===== config.mk =====
export PLATFORM = sky130hd
export DESIGN_NAME = touch_panel_readback_irq
export DESIGN_NICKNAME = d
export VERILOG_FILES = /design/src/rtl/touch_readback_pkg.sv /design/src/rtl/touch_panel_readback_irq.sv
export SDC_FILE = /design/constraint.sdc
export NUM_CORES = 1
export LEC_CHECK = 0
export ABC_AREA = 1
export BUFFER_PORTS_ARGS = -buffer_cell sky130_fd_sc_hd__buf_2
export CAP_MARGIN = 40
export CORE_MARGIN = 5
export CORE_UTILIZATION = 46
export CTS_CLUSTER_SIZE = 20
export DETAILED_ROUTE_END_ITERATION = 10
export PLACE_DENSITY = 0.8
export SLEW_MARGIN = 20
export SYNTH_ARGS = -nofsm -noshare
export SYNTH_HDL_FRONTEND = slang
export SYNTH_SLANG_ARGS = --single-unit

===== constraint.sdc =====
create_clock -name clk -period 1.6 [get_ports clk]
set_input_delay 0 -clock clk [delete_from_list [all_inputs] [get_ports clk]]
set_output_delay 0 -clock clk [all_outputs]
set_load 0.05 [all_outputs]

===== src/rtl/touch_readback_pkg.sv =====
// Purpose: constants and types shared by the touch result readback block
// Assumes: register indices are word indices; byte address is four times the index
// Notes:   all timing of this block is in whole clock cycles, no long counts
package touch_readback_pkg;

  // ***************************************************************
  // register indices (byte address = index * 4)
  // ***************************************************************
  localparam logic [15:0] IDX_STATUS = 16'h4011;
  localparam logic [15:0] IDX_MASK   = 16'h4019;
  localparam logic [15:0] IDX_HORIZ  = 16'h402a;
  localparam logic [15:0] IDX_VERT   = 16'h402b;
  localparam logic [15:0] IDX_PRESS  = 16'h402c;
  localparam logic [15:0] IDX_CTRL   = 16'h4030;

  localparam int ADDR_W = 18;
  localparam int DATA_W = 32;
  localparam int REG_W  = 16;
  localparam int RES_W  = 12;

  // ***************************************************************
  // field positions and reset values
  // ***************************************************************
  localparam int BIT_READY        = 10;
  localparam int BIT_CONTACT      = 9;
  localparam int BIT_CONTACT_FLAG = 15;
  localparam int BIT_HORIZ_EN     = 8;
  localparam int BIT_VERT_EN      = 9;
  localparam int BIT_PRESS_EN     = 10;
  localparam int BIT_FOUR_WIRE    = 0;

  localparam logic [REG_W-1:0] STATUS_USED = 16'h0600;
  localparam logic [REG_W-1:0] MASK_RST    = 16'h0600;
  localparam logic [REG_W-1:0] CTRL_USED   = 16'h0701;
  localparam logic [REG_W-1:0] CTRL_RST    = 16'h0001;
  localparam logic [REG_W-1:0] RESULT_RST  = 16'h0000;

  // axis codes double as switch matrix selects
  localparam logic [1:0] AX_HORIZ = 2'h0;
  localparam logic [1:0] AX_VERT  = 2'h1;
  localparam logic [1:0] AX_PRESS = 2'h2;
  localparam logic [1:0] AX_NONE  = 2'h3;

  typedef enum logic {SEQ_IDLE, SEQ_CONV} seq_state_t;

endpackage : touch_readback_pkg


===== src/rtl/touch_panel_readback_irq.sv =====
// Purpose: touch result registers, measurement hold-off, event flags and interrupts
// Assumes: APB3 slave with no wait states; adc engine answers adcStart with adcDone
// Notes:   pen comparator is asynchronous and passes a three-stage synchroniser
//
// Contract
// RULE1: horizontal, vertical, pressure results kept as 12-bit low fields, reset zero
// RULE2: bit 15 of each result shows pen contact seen before that measurement
// RULE3: reading any result register starts hold-off blocking new measurement starts
// RULE4: hold-off ends once every enabled channel's result register was read
// RULE5: any access to a non-result register ends hold-off at once
// RULE6: all three enabled need three reads; fewer enabled need fewer reads
// RULE7: pressure measured only in four-wire mode, never in five-wire mode
// RULE8: data-ready flag, status bit 10, set on each new complete result set
// RULE9: pen-down flag, status bit 9, set on rising edge of pen contact
// RULE10: writing one clears an event flag, writing zero leaves it
// RULE11: each flag drives its own interrupt output unless masked
// RULE12: mask bits 10 and 9 block when one, pass when zero, reset one
// RULE13: comparator high means panel touched, low means not touched
// RULE14: each axis configured and converted separately, one after another
// RULE15: per-channel enable bits choose which results must be read
// RULE16: reset clears hold-off and the record of reads
`timescale 1ns/100ps
module touch_panel_readback_irq #(
  parameter int RES_W = touch_readback_pkg::RES_W
) (
  input  wire logic                                clk,
  input  wire logic                                srst,
  input  wire logic                                psel,
  input  wire logic                                penable,
  input  wire logic                                pwrite,
  input  wire logic [touch_readback_pkg::ADDR_W-1:0] paddr,
  input  wire logic [touch_readback_pkg::DATA_W-1:0] pwdata,
  output logic      [touch_readback_pkg::DATA_W-1:0] prdata,
  output logic                                     pready,
  output logic                                     pslverr,
  input  wire logic                                penComparator,
  input  wire logic                                measStart,
  output logic                                     adcStart,
  output logic      [1:0]                          matrixSel,
  input  wire logic                                adcDone,
  input  wire logic [RES_W-1:0]                    adcData,
  output logic                                     measHoldoff,
  output logic                                     measBusy,
  output logic                                     resultReadyIrq,
  output logic                                     contactIrq,
  output logic                                     irq
);

  if (RES_W != touch_readback_pkg::RES_W) begin : g_res_chk
    $error("result width must match the register field width");
  end

  // ***************************************************************
  // helpers
  // ***************************************************************
  function automatic logic [1:0] next_axis(input logic [1:0] cur, input logic [2:0] req);
    logic [1:0] r;
    r = touch_readback_pkg::AX_NONE;
    if (cur == touch_readback_pkg::AX_NONE && req[0]) begin
      r = touch_readback_pkg::AX_HORIZ;
    end else if ((cur == touch_readback_pkg::AX_NONE || cur == touch_readback_pkg::AX_HORIZ)
                 && req[1]) begin
      r = touch_readback_pkg::AX_VERT;
    end else if (cur != touch_readback_pkg::AX_PRESS && req[2]) begin
      r = touch_readback_pkg::AX_PRESS;
    end
    return r;
  endfunction : next_axis

  function automatic logic [touch_readback_pkg::DATA_W-1:0] widen(
    input logic [touch_readback_pkg::REG_W-1:0] v);
    return {{(touch_readback_pkg::DATA_W - touch_readback_pkg::REG_W){1'b0}}, v};
  endfunction : widen

  // ***************************************************************
  // pen comparator synchroniser
  // ***************************************************************
  logic [2:0] penSync_ff;
  logic [2:0] nxt_penSync;
  logic       penState_ff;
  logic       nxt_penState;
  logic       contactRise;

  always_comb begin
    nxt_penSync  = {penSync_ff[1:0], penComparator};
    nxt_penState = penState_ff;
    // glitch guard: a change counts only once stages two and three agree
    if (penSync_ff[1] == penSync_ff[2]) begin
      nxt_penState = penSync_ff[2]; // RULE13
    end
    if (srst) begin
      nxt_penSync  = 3'h0;
      nxt_penState = 1'b0;
    end
  end

  always_ff @(posedge clk) begin
    penSync_ff  <= nxt_penSync;
    penState_ff <= nxt_penState;
  end

  assign contactRise = nxt_penState & ~penState_ff; // RULE9

  // ***************************************************************
  // apb decode and registers
  // ***************************************************************
  logic [15:0]                         regIdx;
  logic                                accessEn;
  logic                                hitStatus, hitMask, hitCtrl;
  logic                                hitHoriz, hitVert, hitPress, hitResult, mapped;
  logic [touch_readback_pkg::REG_W-1:0] status_ff, nxt_status;
  logic [touch_readback_pkg::REG_W-1:0] mask_ff, nxt_mask;
  logic [touch_readback_pkg::REG_W-1:0] ctrl_ff, nxt_ctrl;
  logic [touch_readback_pkg::DATA_W-1:0] prdata_ff, nxt_prdata;
  logic                                holdoff_ff, nxt_holdoff;
  logic [2:0]                          readSeen_ff, nxt_readSeen;
  logic [2:0]                          reqMask;
  logic                                fourWire;
  logic                                setDone_ff;
  logic [touch_readback_pkg::REG_W-1:0] horiz_ff, vert_ff, press_ff;

  assign regIdx    = paddr[touch_readback_pkg::ADDR_W-1:2];
  assign accessEn  = psel & penable;
  assign hitStatus = regIdx == touch_readback_pkg::IDX_STATUS;
  assign hitMask   = regIdx == touch_readback_pkg::IDX_MASK;
  assign hitCtrl   = regIdx == touch_readback_pkg::IDX_CTRL;
  assign hitHoriz  = regIdx == touch_readback_pkg::IDX_HORIZ;
  assign hitVert   = regIdx == touch_readback_pkg::IDX_VERT;
  assign hitPress  = regIdx == touch_readback_pkg::IDX_PRESS;
  assign hitResult = hitHoriz | hitVert | hitPress;
  assign mapped    = hitResult | hitStatus | hitMask | hitCtrl;
  assign fourWire  = ctrl_ff[touch_readback_pkg::BIT_FOUR_WIRE];
  assign reqMask   = {ctrl_ff[touch_readback_pkg::BIT_PRESS_EN] & fourWire, // RULE7
                      ctrl_ff[touch_readback_pkg::BIT_VERT_EN],
                      ctrl_ff[touch_readback_pkg::BIT_HORIZ_EN]};             // RULE15

  always_comb begin
    nxt_status   = status_ff;
    nxt_mask     = mask_ff;
    nxt_ctrl     = ctrl_ff;
    nxt_prdata   = prdata_ff;
    nxt_holdoff  = holdoff_ff;
    nxt_readSeen = readSeen_ff;
    // read data captured in the setup phase so it comes from a flop
    if (psel && !penable) begin
      nxt_prdata = '0;
      if (hitStatus) nxt_prdata = widen(status_ff);
      if (hitMask)   nxt_prdata = widen(mask_ff);
      if (hitCtrl)   nxt_prdata = widen(ctrl_ff);
      if (hitHoriz)  nxt_prdata = widen(horiz_ff);
      if (hitVert)   nxt_prdata = widen(vert_ff);
      if (hitPress)  nxt_prdata = widen(press_ff);
    end
    if (accessEn && pwrite) begin
      if (hitStatus) begin
        nxt_status = status_ff & ~(pwdata[touch_readback_pkg::REG_W-1:0] &
                                   touch_readback_pkg::STATUS_USED); // RULE10
      end
      if (hitMask) begin
        nxt_mask = pwdata[touch_readback_pkg::REG_W-1:0] & touch_readback_pkg::STATUS_USED;
      end
      if (hitCtrl) begin
        nxt_ctrl = pwdata[touch_readback_pkg::REG_W-1:0] & touch_readback_pkg::CTRL_USED;
      end
    end
    // a new event in the clearing cycle wins over the clear
    if (setDone_ff) nxt_status[touch_readback_pkg::BIT_READY] = 1'b1;     // RULE8
    if (contactRise) nxt_status[touch_readback_pkg::BIT_CONTACT] = 1'b1;  // RULE9
    if (accessEn && !pwrite && hitResult) begin
      nxt_holdoff  = 1'b1;                                      // RULE3
      nxt_readSeen = readSeen_ff | {hitPress, hitVert, hitHoriz};
    end
    // unmapped addresses count as another register too
    if (accessEn && !hitResult) begin
      nxt_holdoff  = 1'b0;                                      // RULE5
      nxt_readSeen = 3'h0;
    end
    if (nxt_holdoff && ((nxt_readSeen & reqMask) == reqMask)) begin
      nxt_holdoff  = 1'b0;                                      // RULE4 RULE6
      nxt_readSeen = 3'h0;
    end
    if (srst) begin
      nxt_status   = '0;
      nxt_mask     = touch_readback_pkg::MASK_RST;              // RULE12
      nxt_ctrl     = touch_readback_pkg::CTRL_RST;
      nxt_prdata   = '0;
      nxt_holdoff  = 1'b0;                                      // RULE16
      nxt_readSeen = 3'h0;
    end
  end

  always_ff @(posedge clk) begin
    status_ff   <= nxt_status;
    mask_ff     <= nxt_mask;
    ctrl_ff     <= nxt_ctrl;
    prdata_ff   <= nxt_prdata;
    holdoff_ff  <= nxt_holdoff;
    readSeen_ff <= nxt_readSeen;
  end

  assign prdata  = prdata_ff;
  assign pready  = 1'b1;
  assign pslverr = accessEn & ~mapped;

  assign resultReadyIrq = status_ff[touch_readback_pkg::BIT_READY] &
                          ~mask_ff[touch_readback_pkg::BIT_READY];      // RULE11 RULE12
  assign contactIrq     = status_ff[touch_readback_pkg::BIT_CONTACT] &
                          ~mask_ff[touch_readback_pkg::BIT_CONTACT];    // RULE11 RULE12
  assign irq            = resultReadyIrq | contactIrq;
  assign measHoldoff    = holdoff_ff;

  // ***************************************************************
  // measurement sequencer
  // ***************************************************************
  touch_readback_pkg::seq_state_t state_ff, nxt_state;
  logic [1:0]                          axis_ff, nxt_axis, firstAxis, followAxis;
  logic                                adcStart_ff, nxt_adcStart;
  logic                                penAtStart_ff, nxt_penAtStart;
  logic                                nxt_setDone;
  logic [touch_readback_pkg::REG_W-1:0] nxt_horiz, nxt_vert, nxt_press;
  logic [touch_readback_pkg::REG_W-1:0] sampleWord;

  assign firstAxis  = next_axis(touch_readback_pkg::AX_NONE, reqMask);
  assign followAxis = next_axis(axis_ff, reqMask);
  assign sampleWord = {penAtStart_ff, 3'h0, adcData};           // RULE1 RULE2

  always_comb begin
    nxt_state      = state_ff;
    nxt_axis       = axis_ff;
    nxt_adcStart   = 1'b0;
    nxt_penAtStart = penAtStart_ff;
    nxt_setDone    = 1'b0;
    nxt_horiz      = horiz_ff;
    nxt_vert       = vert_ff;
    nxt_press      = press_ff;
    case (state_ff)
      touch_readback_pkg::SEQ_IDLE: begin
        // hold-off only blocks new sets; a set already running completes
        if (measStart && !holdoff_ff && firstAxis != touch_readback_pkg::AX_NONE) begin // RULE3
          nxt_state      = touch_readback_pkg::SEQ_CONV;
          nxt_axis       = firstAxis;
          nxt_adcStart   = 1'b1;
          nxt_penAtStart = penState_ff;                         // RULE2
        end
      end
      touch_readback_pkg::SEQ_CONV: begin
        if (adcDone) begin
          case (axis_ff)
            touch_readback_pkg::AX_HORIZ: nxt_horiz = sampleWord;
            touch_readback_pkg::AX_VERT:  nxt_vert  = sampleWord;
            touch_readback_pkg::AX_PRESS: nxt_press = sampleWord;
            default: ;
          endcase
          if (followAxis == touch_readback_pkg::AX_NONE) begin
            nxt_state   = touch_readback_pkg::SEQ_IDLE;
            nxt_axis    = touch_readback_pkg::AX_NONE;
            nxt_setDone = 1'b1;                                 // RULE8
          end else begin
            nxt_axis       = followAxis;                        // RULE14
            nxt_adcStart   = 1'b1;
            nxt_penAtStart = penState_ff;
          end
        end
      end
      default: begin
        nxt_state = touch_readback_pkg::SEQ_IDLE;
      end
    endcase
    if (srst) begin
      nxt_state      = touch_readback_pkg::SEQ_IDLE;
      nxt_axis       = touch_readback_pkg::AX_NONE;
      nxt_adcStart   = 1'b0;
      nxt_penAtStart = 1'b0;
      nxt_setDone    = 1'b0;
      nxt_horiz      = touch_readback_pkg::RESULT_RST;          // RULE1
      nxt_vert       = touch_readback_pkg::RESULT_RST;
      nxt_press      = touch_readback_pkg::RESULT_RST;
    end
  end

  always_ff @(posedge clk) begin
    state_ff      <= nxt_state;
    axis_ff       <= nxt_axis;
    adcStart_ff   <= nxt_adcStart;
    penAtStart_ff <= nxt_penAtStart;
    setDone_ff    <= nxt_setDone;
    horiz_ff      <= nxt_horiz;
    vert_ff       <= nxt_vert;
    press_ff      <= nxt_press;
  end

  assign adcStart  = adcStart_ff;
  assign matrixSel = axis_ff;
  assign measBusy  = state_ff == touch_readback_pkg::SEQ_CONV;

  // ***************************************************************
  // assertions
  // ***************************************************************
  holdoff_blocks_a: assert property (@(posedge clk) disable iff (srst) // RULE3
    (holdoff_ff && state_ff == touch_readback_pkg::SEQ_IDLE) |=> !adcStart_ff)
    else $error("measurement started during hold-off");

  release_reads_a: assert property (@(posedge clk) disable iff (srst) // RULE4
    holdoff_ff |-> ((readSeen_ff & reqMask) != reqMask))
    else $error("hold-off kept after all enabled results were read");

  other_release_a: assert property (@(posedge clk) disable iff (srst) // RULE5
    (accessEn && !hitResult) |=> !holdoff_ff)
    else $error("hold-off survived access to another register");

  read_starts_a: assert property (@(posedge clk) disable iff (srst) // RULE6
    (accessEn && !pwrite && hitHoriz && reqMask == 3'h7 && readSeen_ff[2:1] != 2'h3)
    |=> (holdoff_ff && readSeen_ff[0]))
    else $error("horizontal read did not start hold-off");

  no_pressure_a: assert property (@(posedge clk) disable iff (srst) // RULE7
    adcStart_ff |-> !(axis_ff == touch_readback_pkg::AX_PRESS && !fourWire))
    else $error("pressure measured in five-wire mode");

  ready_flag_a: assert property (@(posedge clk) disable iff (srst) // RULE8
    setDone_ff |=> status_ff[touch_readback_pkg::BIT_READY])
    else $error("data-ready flag not set after a result set");

  contact_flag_a: assert property (@(posedge clk) disable iff (srst) // RULE9
    contactRise |=> status_ff[touch_readback_pkg::BIT_CONTACT])
    else $error("pen-down flag not set on contact");

  w1c_clear_a: assert property (@(posedge clk) disable iff (srst) // RULE10
    (accessEn && pwrite && hitStatus && pwdata[touch_readback_pkg::BIT_CONTACT] && !contactRise)
    |=> !status_ff[touch_readback_pkg::BIT_CONTACT])
    else $error("pen-down flag not cleared by writing one");

  irq_gate_a: assert property (@(posedge clk) disable iff (srst) // RULE11
    $rose(status_ff[touch_readback_pkg::BIT_READY]) && !mask_ff[touch_readback_pkg::BIT_READY]
    |-> resultReadyIrq)
    else $error("unmasked data-ready flag gave no interrupt");

  mask_reset_a: assert property (@(posedge clk) // RULE12
    srst |=> (mask_ff == touch_readback_pkg::MASK_RST && !contactIrq && !resultReadyIrq))
    else $error("mask bits not one after reset");

  pen_capture_a: assert property (@(posedge clk) disable iff (srst) // RULE2
    (state_ff == touch_readback_pkg::SEQ_CONV && adcDone && axis_ff == touch_readback_pkg::AX_VERT)
    |=> vert_ff[touch_readback_pkg::BIT_CONTACT_FLAG] == $past(penAtStart_ff))
    else $error("contact bit not stored with vertical result");

  one_axis_a: assert property (@(posedge clk) disable iff (srst) // RULE14
    adcStart_ff |=> (!adcStart_ff && measBusy))
    else $error("axis conversions overlapped");

  reset_clear_a: assert property (@(posedge clk) // RULE16
    srst |=> (!holdoff_ff && readSeen_ff == 3'h0 && horiz_ff == touch_readback_pkg::RESULT_RST))
    else $error("reset left hold-off or results set");

  release_c: cover property (@(posedge clk) disable iff (srst) $fell(holdoff_ff));
  set_done_c: cover property (@(posedge clk) disable iff (srst) setDone_ff);
  contact_irq_c: cover property (@(posedge clk) disable iff (srst) $rose(contactIrq));

endmodule : touch_panel_readback_irq


==> flow_results.xml <==
<?xml version="1.0" encoding="UTF-8"?>
<metrics>
  <group name="timing">
    <metric name="setup_viol" unit="">0</metric>
    <metric name="timing.fmax" unit="MHz">629</metric>
    <metric name="rel_slew_slack" unit="%">63.9</metric>
    <metric name="final_period_minus_worst_setup_slack" unit="ps">1590</metric>
    <metric name="setup_total_negative_slack" unit="ps">0</metric>
    <metric name="final_worst_path_cycle_share" unit="%">99.4</metric>
    <metric name="fin_worst_skew" unit="ps">13.2</metric>
    <metric name="finalMaxSlewViolations" unit="">0</metric>
    <metric name="worstMarginPinSlew" unit="ps">540</metric>
    <metric name="grt_setup_unrepaired" unit="">true</metric>
    <metric name="count_of_endpoints_failing_hold_in_the_final_timing_report" unit="">0</metric>
  </group>
  <group name="finish">
    <metric name="num_antenna_cells" unit="">0</metric>
    <metric name="drive_above_1_share" unit="%">21.9</metric>
    <metric name="area_growth_syn_to_layout" unit="%">24.0</metric>
    <metric name="num-nets-final" unit="">667</metric>
    <metric name="final_area" unit="um2">4500</metric>
  </group>
  <group name="die">
    <metric name="floorplan.core_area" unit="um2">7690</metric>
    <metric name="die_height" unit="um">98.8</metric>
    <metric name="io_pins" unit="">112</metric>
    <metric name="floorplan.rows" unit="">32</metric>
    <metric name="dieArea" unit="um2">9760</metric>
    <metric name="floorplan.initialDensity" unit="%">47.2</metric>
    <metric name="die_x" unit="um">98.8</metric>
  </group>
  <group name="worst_setup_path">
    <metric name="worst_path_max_delay_cell" unit="">sky130_fd_sc_hd__dfxtp_4</metric>
    <metric name="critical_path_capture_point_type" unit="">flop</metric>
    <metric name="path_cells" unit="">inv_2, ha_1, or2_4, nand2_4, nand3_4, a21oi_4, buf_4, a21oi_1</metric>
    <metric name="worstSetupStartpointType" unit="">flop</metric>
    <metric name="worst-endpoint-required" unit="ps">1840</metric>
    <metric name="path_class" unit="">reg -&gt; reg</metric>
    <metric name="cp_data_arrival_time" unit="ps">1830</metric>
    <metric name="critical-path-max-stage-delay" unit="ps">370</metric>
    <metric name="timing.critical_path.fanout_max" unit="">4</metric>
  </group>
  <group name="clock_tree">
    <metric name="cts.root.buffer_cell" unit="">sky130_fd_sc_hd__clkbuf_8</metric>
    <metric name="clock_transition_at_the_register_clock_pins_on_the_worst_setup_and_hold_paths_after_cts" unit="ps">80</metric>
    <metric name="cts_tree" unit="">yes</metric>
    <metric name="clock_sink_count" unit="">74</metric>
    <metric name="clock_insertion_delay_worst_skew" unit="ps">350</metric>
    <metric name="cts-root-to-sink-buffers" unit="">2</metric>
    <metric name="cts_bufs_inserted" unit="">9</metric>
    <metric name="h_tree_depth" unit="">3</metric>
  </group>
  <group name="grt">
    <metric name="gr-usage-met3" unit="%">3.26</metric>
    <metric name="first_global_vias" unit="">3299</metric>
    <metric name="wire_length_of_the_first_global_routing_pass" unit="um">14800</metric>
    <metric name="met2_grt_util" unit="%">31.4</metric>
    <metric name="overflow" unit="">0</metric>
    <metric name="number_of_antenna_violations_at_the_first_check_in_global_routing" unit="">0</metric>
    <metric name="pin_count_of_the_biggest_net_entering_global_routing" unit="">46</metric>
    <metric name="grtUsageTotal" unit="%">18.6</metric>
    <metric name="grt.busiest_layer" unit="">met2</metric>
    <metric name="gr-usage-met1" unit="%">22.8</metric>
  </group>
  <group name="yosys">
    <metric name="postSynthRegisterBits" unit="">74</metric>
    <metric name="synth.lib_cells_used.distinct" unit="">33</metric>
    <metric name="synth_seq_area_share" unit="%">40.8</metric>
    <metric name="synth.avg_cell_area" unit="um2">7.24</metric>
    <metric name="synth_area" unit="um2">3630</metric>
    <metric name="yosysWarningCount" unit="">0</metric>
    <metric name="syn-instance-count" unit="">501</metric>
  </group>
  <group name="placed_design">
    <metric name="dpl-instance-area" unit="um2">4020</metric>
    <metric name="gp_congestion" unit="">0.909</metric>
    <metric name="numPortBuffers" unit="">61</metric>
    <metric name="post-dp-hpwl" unit="um">6470</metric>
  </group>
  <group name="power_and_ir_drop">
    <metric name="total_leakage_power" unit="nW">1.96</metric>
    <metric name="powerDensity" unit="nW/um2">838</metric>
    <metric name="ir_drop" unit="uV">478</metric>
  </group>
  <group name="min_path">
    <metric name="min_path_type" unit="">in -&gt; reg</metric>
  </group>
  <group name="drt">
    <metric name="detail-route-antenna-nets" unit="">0</metric>
    <metric name="num_vias" unit="">3590</metric>
    <metric name="drc_errors" unit="">0</metric>
    <metric name="finalWirelength" unit="um">9310</metric>
    <metric name="wl_per_cell" unit="um">13.3</metric>
    <metric name="drc_marker_count_from_the_first_detailed_route_iteration" unit="">242</metric>
    <metric name="drt-vias-per-instance" unit="">5.13</metric>
    <metric name="number_of_detailed_route_iterations_in_the_first_pass" unit="">7</metric>
  </group>
  <group name="run_status">
    <metric name="outcome" unit="">finished, final reports clean</metric>
  </group>
  <group name="flow_run">
    <metric name="max_cap_violations" unit="">0</metric>
  </group>
</metrics>
[cell families after synthesis]
logic type               synth area share (%)
AO/OA/AOI/OAI                            18.9
adder cells (fa/ha/maj)                  1.38
buffers and inverters                    14.1
flip-flops                               40.8
other                                   0.207
AND/OR/NAND/NOR                          24.7
[cell type report]
type                       instances  area [um2]
clock buffer                      11         141
clock inverter                     5        61.3
timing repair buffer             107         703
tap                              102         128
fill                             717        3190
sequential                        74        1490
inverter                          63         236
multi-input combinational        338        1740
[timing repair]
| action | CTS | global route |
|---|---|---|
| hold buffers | 21 | 0 |
| setup endpoints to repair | 1 | 3 |
| setup buffers | 0 | 5 |
| gates cloned | 0 | 0 |
| pin swaps | 1 | 2 |
| hold endpoints to repair | 45 | 0 |
| resized for setup | 0 | 6 |
[cell usage after synthesis (all sizes together)]
cell	number	area share [%]
o21ai	46	6.4
a211oi	3	0.62
clkbuf	14	1.4
o21bai	1	0.31
conb	2	0.21
nor3	2	0.28
nand2	81	8.9
a32oi	9	2.2
nand3	46	6.9
nor2	48	6.4
o311ai	1	0.24
dfxtp	74	41
o22ai	2	0.34
buf	30	6.1
nand4	12	2.1
ha	4	1.4
o211ai	1	0.21
or2	1	0.17
a21oi	61	8.5
inv	63	6.5
[path summary, 6_finish.rpt]
kind                                   from                          to  slack, ps  cells past startpoint
setup reg to reg  matrixSel[0]$_SDFFE_PP1P_  penAtStart_ff$_SDFFE_PP0P_          9                      8
setup / recovery  matrixSel[0]$_SDFFE_PP1P_  penAtStart_ff$_SDFFE_PP0P_          9                      8
hold reg to reg    penSync_ff[0]$_SDFF_PP0_    penSync_ff[1]$_SDFF_PP0_        410                      2
hold / removal                       pwrite      measHoldoff$_SDFF_PP0_        110                      6
[per-stage QoR]
step	hold slack (ps)	std cells	utilization (%)	setup WS (ps)	power [mW]
CTS	97.9	695	57.7	1.73	3.79
global placement	198	658	52.3	40.2	2.27
finish	114	700	58.5	8.93	3.77
global route	142	700	58.5	-61.7	3.90
detailed placement	206	658	52.3	3.83	2.28
floorplan	107	519	-	-1.56	2.20
[state kept, by name, indices dropped and copies added, names as in the netlist, 2 cells and up]
register	count
prdata	13
ctrl_ff	4
penSync_ff	3
readSeen_ff	3
horiz_ff	13
matrixSel	2
press_ff	13
status_ff	2
vert_ff	13
mask_ff	2
[critical path, delay by kind of cell, from the launching register on]
kind	cells	cell delay, ps
and+or+nand+nor	3	440
DFF	1	370
adders and majority gates	1	290
AOI/OAI and AO/OA	2	230
buffers and inverters	2	170
[metal layers]
layer	vias to the layer above	wire length, um
met1	1657	3950
li1	1796	-
met3	18	555
met2	119	4630
met5	-	0
met4	0	182
[power breakdown]
group          internal, mW  switching (mW)  leakage (nW)  total [mW]
combinational         0.116           0.298          1.26       0.414
sequential             1.85         0.00757         0.598        1.86
clock                 0.775           0.719         0.104        1.49
total                  2.74            1.02          1.96        3.77
[layout by cell type, fill, tap and decap left out, types with 3 or more instances in the layout]
master | Yosys | final
sky130_fd_sc_hd__a211oi_1 | 3 | 3
sky130_fd_sc_hd__nand2_2 | 4 | 4
sky130_fd_sc_hd__inv_2 | 2 | 4
sky130_fd_sc_hd__conb_1 | 2 | 20
sky130_fd_sc_hd__a21oi_1 | 60 | 59
sky130_fd_sc_hd__buf_2 | 3 | 61
sky130_fd_sc_hd__dfxtp_1 | 74 | 71
sky130_fd_sc_hd__nand2_1 | 76 | 75
sky130_fd_sc_hd__buf_4 | 22 | 25
sky130_fd_sc_hd__clkbuf_8 | 0 | 10
sky130_fd_sc_hd__nor2_1 | 41 | 41
sky130_fd_sc_hd__dlygate4sd3_1 | 0 | 21
sky130_fd_sc_hd__inv_1 | 61 | 59
sky130_fd_sc_hd__ha_1 | 4 | 4
sky130_fd_sc_hd__nor2_4 | 4 | 4
sky130_fd_sc_hd__nand4_1 | 12 | 12
sky130_fd_sc_hd__nand3_1 | 42 | 41
sky130_fd_sc_hd__a32oi_1 | 9 | 9
sky130_fd_sc_hd__o21ai_1 | 8 | 9
sky130_fd_sc_hd__nand3_2 | 4 | 4
sky130_fd_sc_hd__o21ai_0 | 37 | 36
(Power assumes the default switching activity.)
